`config.mk`:
```
export PLATFORM = sky130hd
export DESIGN_NAME = tx_observe_rx_address_regs
export DESIGN_NICKNAME = d
export VERILOG_FILES = /design/src/pkg/txobs_addr_pkg.sv /design/src/hw/tx_observe_counters.sv /design/src/hw/tx_observe_rx_address_regs.sv
export SDC_FILE = /design/constraint.sdc
export NUM_CORES = 1
export LEC_CHECK = 0
export BUFFER_PORTS_ARGS = -buffer_cell sky130_fd_sc_hd__buf_2
export CAP_MARGIN = 30
export CORE_UTILIZATION = 45
export DETAILED_ROUTE_END_ITERATION = 12
export HOLD_SLACK_MARGIN = 0.05
export PLACE_DENSITY = 0.73
export SLEW_MARGIN = 20
export SYNTH_ARGS = -nofsm -noshare
export SYNTH_HDL_FRONTEND = slang
export SYNTH_SLANG_ARGS = --single-unit
```
`constraint.sdc`:
```
create_clock -name clk_sys -period 3.4 [get_ports clk_sys]
set_input_delay 0.68 -clock clk_sys [delete_from_list [all_inputs] [get_ports clk_sys]]
set_output_delay 0.68 -clock clk_sys [all_outputs]
set_load 0.1 [all_outputs]
```
`src/pkg/txobs_addr_pkg.sv`:
```
// Constants for the transmit observation and receive address registers.
// Assumes byte-wide register access from a host serial front end.
package txobs_addr_pkg;
    // Register indexes
    localparam logic [4:0] IDX_OBSERVE = 5'h08;
    localparam logic [4:0] IDX_CARRIER = 5'h09;
    localparam logic [4:0] IDX_PIPE0 = 5'h0a;
    localparam logic [4:0] IDX_PIPE1 = 5'h0b;
    localparam logic [4:0] IDX_PIPE2 = 5'h0c;
    localparam logic [4:0] IDX_PIPE3 = 5'h0d;
    localparam logic [4:0] IDX_PIPE4 = 5'h0e;
    localparam logic [4:0] IDX_PIPE5 = 5'h0f;
    // Field layout of the observation and carrier registers
    localparam int LOST_MSB = 7;
    localparam int LOST_LSB = 4;
    localparam int RETR_MSB = 3;
    localparam int RETR_LSB = 0;
    localparam logic [3:0] CNT_MAX = 4'hf;
    localparam logic [3:0] CNT_RESET = 4'h0;
    localparam int CARRIER_BIT = 0;
    // Reset values
    localparam logic [39:0] PIPE0_RESET = 40'he7_e7e7_e7e7;
    localparam logic [39:0] PIPE1_RESET = 40'hc2_c2c2_c2c2;
    localparam logic [7:0] PIPE2_RESET = 8'hc3;
    localparam logic [7:0] PIPE3_RESET = 8'hc4;
    localparam logic [7:0] PIPE4_RESET = 8'hc5;
    localparam logic [7:0] PIPE5_RESET = 8'hc6;
    // Address width codes and byte counts
    localparam logic [1:0] AW_ILLEGAL = 2'h0;
    localparam logic [1:0] AW_3 = 2'h1;
    localparam logic [1:0] AW_4 = 2'h2;
    localparam logic [1:0] AW_5 = 2'h3;
    localparam logic [2:0] BYTES_0 = 3'h0;
    localparam logic [2:0] BYTES_3 = 3'h3;
    localparam logic [2:0] BYTES_4 = 3'h4;
    localparam logic [2:0] BYTES_5 = 3'h5;
    localparam logic [2:0] BYTE_IDX_MAX = 3'h5;
    localparam logic [7:0] BYTE_ZERO = 8'h00;
endpackage

```
`src/hw/tx_observe_counters.sv`:
```
// Lost-packet and retransmission counters of the observation register.
// Assumes one-cycle event pulses from logic on clk_sys.
`timescale 1ns/100ps
module tx_observe_counters
    import txobs_addr_pkg::*;
(
    // Clock and reset
    input wire logic clk_sys,
    input wire logic resetn,
    // Events
    input wire logic chan_write,
    input wire logic tx_new_packet,
    input wire logic tx_retransmit,
    input wire logic tx_lost,
    // Counters
    output logic [3:0] lost_cnt_r,
    output logic [3:0] retr_cnt_r
);
    logic [3:0] lost_cnt_nxt;
    logic [3:0] retr_cnt_nxt;

    always_comb
    begin
        lost_cnt_nxt = lost_cnt_r;
        // Loss in the clearing cycle still counts
        if (chan_write)
        begin
            lost_cnt_nxt = CNT_RESET;
        end
        if (tx_lost && lost_cnt_nxt != CNT_MAX)
        begin
            lost_cnt_nxt = lost_cnt_nxt + 4'h1;
        end
        retr_cnt_nxt = retr_cnt_r;
        if (tx_new_packet)
        begin
            retr_cnt_nxt = CNT_RESET;
        end
        else if (tx_retransmit && retr_cnt_r != CNT_MAX)
        begin
            retr_cnt_nxt = retr_cnt_r + 4'h1;
        end
    end

    always_ff @(posedge clk_sys or negedge resetn)
    begin
        if (!resetn)
        begin
            lost_cnt_r <= CNT_RESET;
            retr_cnt_r <= CNT_RESET;
        end
        else
        begin
            lost_cnt_r <= lost_cnt_nxt;
            retr_cnt_r <= retr_cnt_nxt;
        end
    end
endmodule

```
`src/hw/tx_observe_rx_address_regs.sv`:
```
// Observation counters, carrier flag and receive pipe address registers.
// Assumes a host front end on clk_sys that opens a register access with
// acc_start and then moves one byte per byte_valid pulse.
`timescale 1ns/100ps
// Function
// - Lost-packet count saturates at fifteen
// - Channel register write clears lost count
// - Retransmit count clears on new packet
// - Carrier flag bit zero, upper bits zero
// - Pipe 0 and 1 hold 40 bits
// - Address bytes low first, width-limited
// - Pipes 2-5 own low byte only
// - Pipe 0 resets to E7 bytes
// - Pipe 1 resets to C2 bytes
// - Pipes 2-5 reset C3 to C6
// - Width code picks 3,4,5 bytes
module tx_observe_rx_address_regs
    import txobs_addr_pkg::*;
(
    // Clock and reset
    input wire logic clk_sys,
    input wire logic resetn,
    // Register access
    input wire logic acc_start,
    input wire logic [4:0] acc_index,
    input wire logic acc_write,
    input wire logic byte_valid,
    input wire logic [7:0] byte_wdata,
    output logic [7:0] rd_data_r,
    // Configuration, packet engine and carrier input
    input wire logic chan_write,
    input wire logic [1:0] address_width_setting,
    input wire logic tx_new_packet,
    input wire logic tx_retransmit,
    input wire logic tx_lost,
    input wire logic carrier_in,
    // Addresses, counters and carrier flag
    output logic [39:0] rx_pipe0_address,
    output logic [39:0] rx_pipe1_address,
    output logic [39:0] pipe2_full_r,
    output logic [39:0] pipe3_full_r,
    output logic [39:0] pipe4_full_r,
    output logic [39:0] pipe5_full_r,
    output logic [3:0] lost_packet_count,
    output logic [3:0] retransmit_count,
    output logic carrier_detect_flag
);
    logic [4:0] sel_r;
    logic [4:0] sel_nxt;
    logic wr_r;
    logic wr_nxt;
    logic [2:0] bidx_r;
    logic [2:0] bidx_nxt;
    logic [39:0] p0_nxt;
    logic [39:0] p1_nxt;
    logic [7:0] p2_r;
    logic [7:0] p3_r;
    logic [7:0] p4_r;
    logic [7:0] p5_r;
    logic [7:0] p2_nxt;
    logic [7:0] p3_nxt;
    logic [7:0] p4_nxt;
    logic [7:0] p5_nxt;
    logic [7:0] rd_nxt;
    logic [39:0] f2_nxt;
    logic [39:0] f3_nxt;
    logic [39:0] f4_nxt;
    logic [39:0] f5_nxt;
    logic cd_meta_r;
    logic cd_sync_r;
    logic wr_byte;

    // Address bytes accepted for the width code
    function automatic logic [2:0] width_bytes(input logic [1:0] aw);
        if (aw == AW_3)
            return BYTES_3;
        else if (aw == AW_4)
            return BYTES_4;
        else if (aw == AW_5)
            return BYTES_5;
        else
            return BYTES_0;
    endfunction

    // Byte n of a 40-bit value, zero past the end
    function automatic logic [7:0] byte_of(input logic [39:0] v,
                                           input logic [2:0] n);
        if (n < BYTE_IDX_MAX)
            return v[8*n +: 8];
        else
            return BYTE_ZERO;
    endfunction

    // Replace byte n of a 40-bit value
    function automatic logic [39:0] put_byte(input logic [39:0] v,
                                             input logic [2:0] n,
                                             input logic [7:0] b);
        logic [39:0] r;
        r = v;
        r[8*n +: 8] = b;
        return r;
    endfunction

    tx_observe_counters counters
    (
        .clk_sys(clk_sys),
        .resetn(resetn),
        .chan_write(chan_write),
        .tx_new_packet(tx_new_packet),
        .tx_retransmit(tx_retransmit),
        .tx_lost(tx_lost),
        .lost_cnt_r(lost_packet_count),
        .retr_cnt_r(retransmit_count)
    );

    // Access tracking
    always_comb
    begin
        sel_nxt = sel_r;
        wr_nxt = wr_r;
        bidx_nxt = bidx_r;
        if (acc_start)
        begin
            sel_nxt = acc_index;
            wr_nxt = acc_write;
            bidx_nxt = 3'h0;
        end
        else if (byte_valid && bidx_r != BYTE_IDX_MAX)
        begin
            bidx_nxt = bidx_r + 3'h1;
        end
    end

    always_ff @(posedge clk_sys or negedge resetn)
    begin
        if (!resetn)
        begin
            sel_r <= 5'h00;
            wr_r <= 1'b0;
            bidx_r <= 3'h0;
        end
        else
        begin
            sel_r <= sel_nxt;
            wr_r <= wr_nxt;
            bidx_r <= bidx_nxt;
        end
    end

    assign wr_byte = byte_valid && wr_r && !acc_start;

    // Address storage
    always_comb
    begin
        p0_nxt = rx_pipe0_address;
        p1_nxt = rx_pipe1_address;
        p2_nxt = p2_r;
        p3_nxt = p3_r;
        p4_nxt = p4_r;
        p5_nxt = p5_r;
        if (wr_byte)
        begin
            if (sel_r == IDX_PIPE0)
            begin
                if (bidx_r < width_bytes(address_width_setting))
                    p0_nxt = put_byte(rx_pipe0_address, bidx_r,
                                      byte_wdata);
            end
            else if (sel_r == IDX_PIPE1)
            begin
                if (bidx_r < width_bytes(address_width_setting))
                    p1_nxt = put_byte(rx_pipe1_address, bidx_r,
                                      byte_wdata);
            end
            else if (bidx_r == 3'h0)
            begin
                if (sel_r == IDX_PIPE2)
                    p2_nxt = byte_wdata;
                else if (sel_r == IDX_PIPE3)
                    p3_nxt = byte_wdata;
                else if (sel_r == IDX_PIPE4)
                    p4_nxt = byte_wdata;
                else if (sel_r == IDX_PIPE5)
                    p5_nxt = byte_wdata;
            end
        end
        // Upper bytes follow pipe 1
        f2_nxt = {p1_nxt[39:8], p2_nxt};
        f3_nxt = {p1_nxt[39:8], p3_nxt};
        f4_nxt = {p1_nxt[39:8], p4_nxt};
        f5_nxt = {p1_nxt[39:8], p5_nxt};
    end

    always_ff @(posedge clk_sys or negedge resetn)
    begin
        if (!resetn)
        begin
            rx_pipe0_address <= PIPE0_RESET;
            rx_pipe1_address <= PIPE1_RESET;
            p2_r <= PIPE2_RESET;
            p3_r <= PIPE3_RESET;
            p4_r <= PIPE4_RESET;
            p5_r <= PIPE5_RESET;
            pipe2_full_r <= {PIPE1_RESET[39:8], PIPE2_RESET};
            pipe3_full_r <= {PIPE1_RESET[39:8], PIPE3_RESET};
            pipe4_full_r <= {PIPE1_RESET[39:8], PIPE4_RESET};
            pipe5_full_r <= {PIPE1_RESET[39:8], PIPE5_RESET};
        end
        else
        begin
            rx_pipe0_address <= p0_nxt;
            rx_pipe1_address <= p1_nxt;
            p2_r <= p2_nxt;
            p3_r <= p3_nxt;
            p4_r <= p4_nxt;
            p5_r <= p5_nxt;
            pipe2_full_r <= f2_nxt;
            pipe3_full_r <= f3_nxt;
            pipe4_full_r <= f4_nxt;
            pipe5_full_r <= f5_nxt;
        end
    end

    // Read data for the current byte
    always_comb
    begin
        rd_nxt = BYTE_ZERO;
        if (sel_nxt == IDX_PIPE0)
            rd_nxt = byte_of(p0_nxt, bidx_nxt);
        else if (sel_nxt == IDX_PIPE1)
            rd_nxt = byte_of(p1_nxt, bidx_nxt);
        else if (bidx_nxt == 3'h0)
        begin
            if (sel_nxt == IDX_OBSERVE)
                rd_nxt = {lost_packet_count, retransmit_count};
            else if (sel_nxt == IDX_CARRIER)
                rd_nxt = {7'h00, carrier_detect_flag};
            else if (sel_nxt == IDX_PIPE2)
                rd_nxt = p2_nxt;
            else if (sel_nxt == IDX_PIPE3)
                rd_nxt = p3_nxt;
            else if (sel_nxt == IDX_PIPE4)
                rd_nxt = p4_nxt;
            else if (sel_nxt == IDX_PIPE5)
                rd_nxt = p5_nxt;
        end
    end

    always_ff @(posedge clk_sys or negedge resetn)
    begin
        if (!resetn)
            rd_data_r <= BYTE_ZERO;
        else
            rd_data_r <= rd_nxt;
    end

    // Carrier input comes from the radio, outside this clock
    always_ff @(posedge clk_sys or negedge resetn)
    begin
        if (!resetn)
        begin
            cd_meta_r <= 1'b0;
            cd_sync_r <= 1'b0;
            carrier_detect_flag <= 1'b0;
        end
        else
        begin
            cd_meta_r <= carrier_in;
            cd_sync_r <= cd_meta_r;
            carrier_detect_flag <= cd_sync_r;
        end
    end
endmodule

```
==> run_results.csv, run 1 <==
group,metric,value,unit
floorplan,dieArea,18900,um2
timing,fmax,0.308,GHz
placement,dp_hpwl,19000,um
floorplan,fp.dieH,137,um
synth,avgSynthCellArea,10.4,um2
cts,cts-root-buf,"clkbuf_16",
floorplan,floorplan.rows,49,
setup_path,r2r_slack,0.15,ns
floorplan,die_w,137,um
drt,drtAntennaViolNets,0,
finish,post-route-util,0.539,
timing,rsz0062_at_grt,"false",
finish,antenna_cells,0,
drt,drcViolationCount,0,
cts,post_cts_buffers,0,
finish,final_cell_mix,"buf_2 (280), dfrtp_1 (80), nand2_1 (62)",
drt,drtIter0Drc,546,
timing,period_needed,3.25,ns
synth,synth_edf_count,0,
power,power.leakage,5.45,nW
global_routing,grt_max_degree,72,
cts,cts_resized,0,
power,clkPwrFrac,0.386,
drt,totalWireLength,24900,um
placement,port_buffers,281,
power,combPwrFrac,0.216,
global_routing,grt.total_usage,0.271,
power,p_sw,1.55,mW
setup_path,cp_data_required_time,3.68,ns
setup_path,cp_max_fo,17,
global_routing,grt_pass1_vias,6180,
run_status,run_status,"finished, final reports clean",
synth,ys_seq_area_frac,0.434,
power,cellPowerDensity,471,nW/um2
synth,synthesis.area,8250,um2
timing,maxSlewViolCount,0,
cts,clock_sinks,140,
worst_hold_path,min_path_type,"input pin to asynchronous set/reset pin",
power,internal-power,3.01,mW
global_routing,grt_pass1_wl,37000,um
power,p_sw_frac,0.341,
placement,place_congestion,0.999,
setup_path,critPathArrivalTime,3.53,ns
global_routing,antenna_found_initial,0,
finish,multi_input_area,3340,um2
flow_run,drv_cap,0,
timing,max_slew_margin,0.547,
drt,first_pass_iters,6,
synth,yosys_most_used_dff,"dfrtp_1",
floorplan,initial_utilization,0.459,
power,seqPwrFrac,0.398,
setup_path,r2r-start,"bidx_r[2]",
synth,ys_warn_count,0,
drt,routed-via-count,6744,
drt,vias_per_cell,5.54,
finish,seq_area,3580,um2
floorplan,pin_count,282,
setup_path,critPathKind,"register to register",
setup_path,start_kind,"register",
finish,mostFrequentLayoutCell,"buf_2",
setup_path,cp-end-kind,"register",
finish,area_growth,17.5,%
floorplan,core-area,18000,um2
synth,syn_inst,795,
synth,async_reset_ff_frac,1.00,
finish,final_area,9690,um2
drt,wl_per_cell,20.5,um
cts,cts_tree,"built",
cts,cts_hold_buf,0,
cts,htreeDepth,4,
synth,ys_types,83,
cts,path_clk_slew,0.06,ns
setup_path,rr_worst_depth,10,
timing,period_share,0.956,
power,ir_drop,0.380,mV
timing,tightest_slew,0.679,ns
timing,tns,0,ns
timing,skew,0.00861,ns
timing,setup_viol,0,
cts,clock_path_buffers,2,
global_routing,overflow,0,
finish,fill_cells,1600,
placement,placedInstanceArea,9130,um2
timing,finalHoldViolCount,0,
cts,cts_buffers,17,
setup_path,worst_r2r_endpoint,"rd_data_r[3]",
cts,clock_latency,0.43,ns
synth,synth_seq_cells,140,
finish,nets,1008,
synth,syn-num-nets,828,
finish,drive_gt1_frac,0.504,
[cells by family (layout without fill, tap and decap cells)]
family	after synthesis	after routing	synth area share
buffers and inverters	219	412	0.161
AND/OR/NAND/NOR	184	184	0.132
flip-flops	140	140	0.434
AO/OA/AOI/OAI	139	139	0.121
multiplexers	99	99	0.133
adder cells (fa/ha/maj)	8	8	0.0121
XOR/XNOR	6	6	0.00637
[cell type report]
class	instances	area share
inverters	64	0.0248
well taps	229	0.0296
repair buffers	316	0.174
clock inverters	12	0.0101
flip-flops and latches	140	0.369
clock buffers	20	0.0472
multi-input cells	436	0.345
[stage by stage]
stage | hold WS, ns | power, mW | instances | worst slack [ns]
floorplan | 0.331 | 2.55 | 795 | 0.391
global placement | 0.332 | 2.81 | 1185 | 0.137
detailed placement | 0.335 | 2.81 | 1185 | 0.129
finish | 0.253 | 4.56 | 1217 | 0.151
CTS | 0.280 | 4.57 | 1217 | 0.261
global route | 0.307 | 4.70 | 1217 | 0.0499
[cell usage after synthesis, drive strengths merged, types with 6 or more instances]
| master | number | share of area |
|---|---|---|
| buf | 140 | 0.13 |
| dfrtp | 80 | 0.24 |
| inv | 64 | 0.029 |
| nand2 | 63 | 0.029 |
| mux2 | 62 | 0.087 |
| dfstp | 60 | 0.19 |
| o21ai | 44 | 0.027 |
| mux2i | 37 | 0.046 |
| nor2 | 22 | 0.010 |
| and2 | 18 | 0.014 |
| nor3 | 17 | 0.019 |
| clkbuf | 15 | 0.0068 |
| o211ai | 14 | 0.013 |
| a22o | 10 | 0.011 |
| a31oi | 10 | 0.0076 |
| nand2b | 10 | 0.0076 |
| o22ai | 10 | 0.0076 |
| ha | 8 | 0.012 |
| nor2b | 8 | 0.0064 |
| nor3b | 6 | 0.0055 |
| or3 | 6 | 0.0046 |
[layer usage]
layer,routed length [um],GRT usage
met4,814,0.123
met3,2080,0.0666
met1,10400,0.354
met2,11600,0.425
met5,0,0
[worst max-delay path: stages (launching register included)]
cell and delay [ns]:
dfrtp_1 0.55, inv_1 0.08, ha_1 0.32, nor2b_2 0.18, buf_4 0.15, o2111ai_1 0.14, or3_1 0.67, nand2_1 0.15
o21ai_0 0.14, a222oi_1 0.54, a31oi_1 0.17
[how the worst max path moves through the flow]
| stage | from | end | slack [ns] | depth (start not counted) |
|---|---|---|---|---|
| after floorplan | bidx_r[0] | rd_data_r[5] | 0.39 | 12 |
| after global placement | address_width_setting[1] | rd_data_r[3] | 0.14 | 12 |
| after detailed placement | address_width_setting[1] | rd_data_r[3] | 0.13 | 11 |
| after CTS | bidx_r[2] | rd_data_r[3] | 0.26 | 10 |
| after global routing | bidx_r[0] | rd_data_r[3] | 0.05 | 11 |
| final | bidx_r[2] | rd_data_r[3] | 0.15 | 10 |
[sequential cells by signal (all words and copies together), names as in the netlist]
signal	count
p2_r	7
pipe5_full_r	32
sel_r	5
cd_sync_r	1
rd_data_r	8
pipe2_full_r	2
p4_r	7
carrier_detect_flag	1
wr_r	1
p3_r	7
rx_pipe1_address	8
counters.retr_cnt_r	4
pipe4_full_r	1
pipe3_full_r	1
counters.lost_cnt_r	4
cd_meta_r	1
p5_r	7
rx_pipe0_address	40
bidx_r	3
[power groups by stage]
stage          clock (mW)  combinational [mW]  sequential (mW)
3_5_place_dp            0               0.975             1.84
2_1_floorplan           0               0.298             2.26
6_report             1.76               0.983             1.81
3_3_place_gp            0               0.970             1.84
4_1_cts              1.78               0.979             1.81
5_1_grt              1.85                1.03             1.82
Power figures use the tool's default switching activity.
==> run 2: changes to the inputs <==
- ABC_AREA: unset -> 1
- CORE_UTILIZATION: 45 -> 35
- PLACE_DENSITY: 0.73 -> 0.65
==> run 2 against run 1 <==
Maximum frequency increased by 17%; global-route usage decreased by 5.0 points; sequential share of layout area decreased by 2.3 points; critical endpoint is now rd_data_r[4].
==> run_results.csv, run 2 <==
group,metric,value,unit
run_status,run_status,"finished, final reports clean",
timing,period_share,0.813,
synth,synth_seq_cells,140,
cts,post_cts_buffers,0,
synth,syn_inst,1172,
global_routing,overflow,0,
floorplan,pin_count,282,
synth,syn-num-nets,1205,
timing,tightest_slew,0.625,ns
synth,synthesis.area,8780,um2
finish,fin_cells,1672,
synth,ys_top_cells_by_area,"dfrtp_1 (23%), dfstp_2 (18%), nand2_1 (15%)",
cts,cts_tree,"built",
finish,largest-register,"rx_pipe0_address",
synth,ys_warn_count,0,
drt,first_pass_iters,5,
drt,routed-via-count,8271,
cts,cts_resized,0,
setup_path,cp_data_required_time,3.71,ns
timing,max_slew_margin,0.583,
timing,finalHoldViolCount,0,
placement,place_congestion,0.909,
setup_path,cp_max_fo,11,
synth,ys_seq_area_frac,0.408,
synth,synth_top_area_share,0.228,
finish,fill_cells,2523,
timing,setup_viol,0,
synth,yosys.area.top_type,"dfrtp_1",
setup_path,rr_worst_depth,14,
setup_path,start_kind,"register",
power,combPwrFrac,0.177,
synth,avgSynthCellArea,7.49,um2
drt,drcViolationCount,0,
finish,drive_gt1_frac,0.329,
drt,drtIter0Drc,569,
placement,dp.cells,1639,
cts,htreeDepth,4,
synth,ys_types,38,
global_routing,grt_max_degree,65,
floorplan,core-area,24500,um2
floorplan,die_w,160,um
setup_path,critPathKind,"register to register",
cts,cts_buffers,17,
drt,totalWireLength,28400,um
drt,wl_per_cell,17.0,um
global_routing,grt.total_usage,0.222,
synth,yosys_most_used_dff,"dfrtp_1",
drt,drtAntennaViolNets,0,
placement,port_buffers,281,
global_routing,grt_pass1_vias,7608,
synth,synth_edf_count,0,
power,ir_drop,0.310,mV
flow_run,drv_cap,0,
timing,rsz0062_at_grt,"false",
setup_path,cp-end-kind,"register",
timing,skew,0.00870,ns
synth,async_reset_ff_frac,1.00,
power,internal-power,3.20,mW
timing,tns,0,ns
timing,period_needed,2.77,ns
cts,path_clk_slew,0.06,ns
synth,synth_most_common_cell,"nand2_1",
cts,clock_latency,0.43,ns
power,cellPowerDensity,450,nW/um2
cts,clock_path_buffers,2,
floorplan,fp.dieH,160,um
timing,fmax,0.362,GHz
finish,largest_register_ff_count,40,
finish,mostFrequentLayoutCell,"nand2_1",
setup_path,critPathArrivalTime,3.07,ns
power,p_sw_frac,0.311,
power,seqPwrFrac,0.378,
finish,nets,1367,
power,power.leakage,5.46,nW
finish,area_growth,17.5,%
drt,vias_per_cell,4.95,
timing,maxSlewViolCount,0,
power,p_sw,1.44,mW
global_routing,grt_pass1_wl,43000,um
cts,cts-root-buf,"clkbuf_16",
global_routing,antenna_found_initial,2,
cts,clock_sinks,140,
power,clkPwrFrac,0.445,
finish,reg.largest.list,"rx_pipe0_address (40), pipe5_full_r (32)",
worst_hold_path,min_path_type,"input pin to asynchronous set/reset pin",
floorplan,initial_utilization,0.359,
synth,ys_top_cells_by_count,"nand2_1 (349), nand3_1 (154), buf_4 (130)",
floorplan,dieArea,25700,um2
floorplan,floorplan.rows,57,
placement,dp_hpwl,22100,um
cts,cts_hold_buf,0,
finish,final_cell_mix,"nand2_1 (349), buf_2 (280), nand3_1 (154)",
[run 2: changes by cell type in the layout (fill, tap and decap cells not counted), moves of 11 or more]
cell	delta
nand2_1	+287
nand3_1	+151
inv_1	+62
mux2_2	-55
mux2i_1	-36
nand4_1	+32
o21ai_0	-25
and2_1	+16
a21oi_1	+15
buf_4	-15
o21ai_1	+14
nor2_1	+12
nor2_2	+11
[run 2: logic make-up after synthesis]
family / count (synthesis) / synth area share
flip-flops: 140 / 0.408
AO/OA/AOI/OAI: 79 / 0.0532
buffers and inverters: 296 / 0.186
adder cells (fa/ha/maj): 8 / 0.0114
AND/OR/NAND/NOR: 646 / 0.339
XOR/XNOR: 3 / 0.00299
[run 2: path summary, 6_finish.rpt]
kind,from,end,slack [ns]
worst min-delay path,resetn,counters.lost_cnt_r[2],0.16
max in group asynchronous,resetn,rx_pipe0_address[29],2.37
min in group clk_sys,cd_sync_r,carrier_detect_flag,0.35
worst max register to register,bidx_r[1],rd_data_r[4],0.63
worst min register to register,cd_sync_r,carrier_detect_flag,0.35
worst max-delay path,bidx_r[1],rd_data_r[4],0.63
[run 2: cell type report]
type	count	area (um2)	area share
Antenna cell	1	2.50	0.000243
Clock buffer	26	573	0.0556
Clock inverter	6	88.8	0.00861
Inverter	138	518	0.0502
Multi-Input combinational cell	736	3570	0.346
Sequential cell	140	3580	0.347
Tap cell	324	405	0.0393
Timing Repair Buffer	301	1580	0.153
[run 2: per-layer routing]
| layer | wire [um] | GRT usage |
|---|---|---|
| met1 | 12100 | 0.287 |
| met2 | 13600 | 0.366 |
| met3 | 2020 | 0.0473 |
| met5 | 13 | 0 |
| met4 | 778 | 0.0766 |
[run 2: worst max-delay path: stages (launching register included)]
cell and delay [ns]:
dfrtp_1 0.41, inv_1 0.11, ha_1 0.41, inv_1 0.23, nand2_1 0.10, nand3_2 0.19
inv_2 0.17, nor2_2 0.43, nand3_1 0.13, nand2_1 0.07, inv_1 0.03, nand2_1 0.12
nand2_1 0.08, nand2_1 0.08, nand3_1 0.07
[run 2: metrics by stage]
| step | hold WS (ns) | power [mW] | utilization | instance area (um2) | setup WS [ns] |
|---|---|---|---|---|---|
| 2_1_floorplan | 0.331 | 2.36 | - | 8780 | 1.06 |
| 3_3_place_gp | 0.333 | 2.59 | 0.395 | 9650 | 0.371 |
| 3_5_place_dp | 0.338 | 2.59 | 0.395 | 9650 | 0.350 |
| 4_1_cts | 0.174 | 4.66 | 0.422 | 10300 | 0.704 |
| 5_1_grt | 0.171 | 4.81 | 0.422 | 10300 | 0.369 |
| 6_report | 0.164 | 4.64 | 0.422 | 10300 | 0.635 |
[run 2: power groups by stage]
stage / Sequential [mW] / Combinational (mW) / Clock [mW]
5_1_grt: 1.76 / 0.878 / 2.18
2_1_floorplan: 2.00 / 0.367 / 0
3_3_place_gp: 1.78 / 0.811 / 0
6_report: 1.76 / 0.821 / 2.06
3_5_place_dp: 1.78 / 0.814 / 0
4_1_cts: 1.75 / 0.815 / 2.09
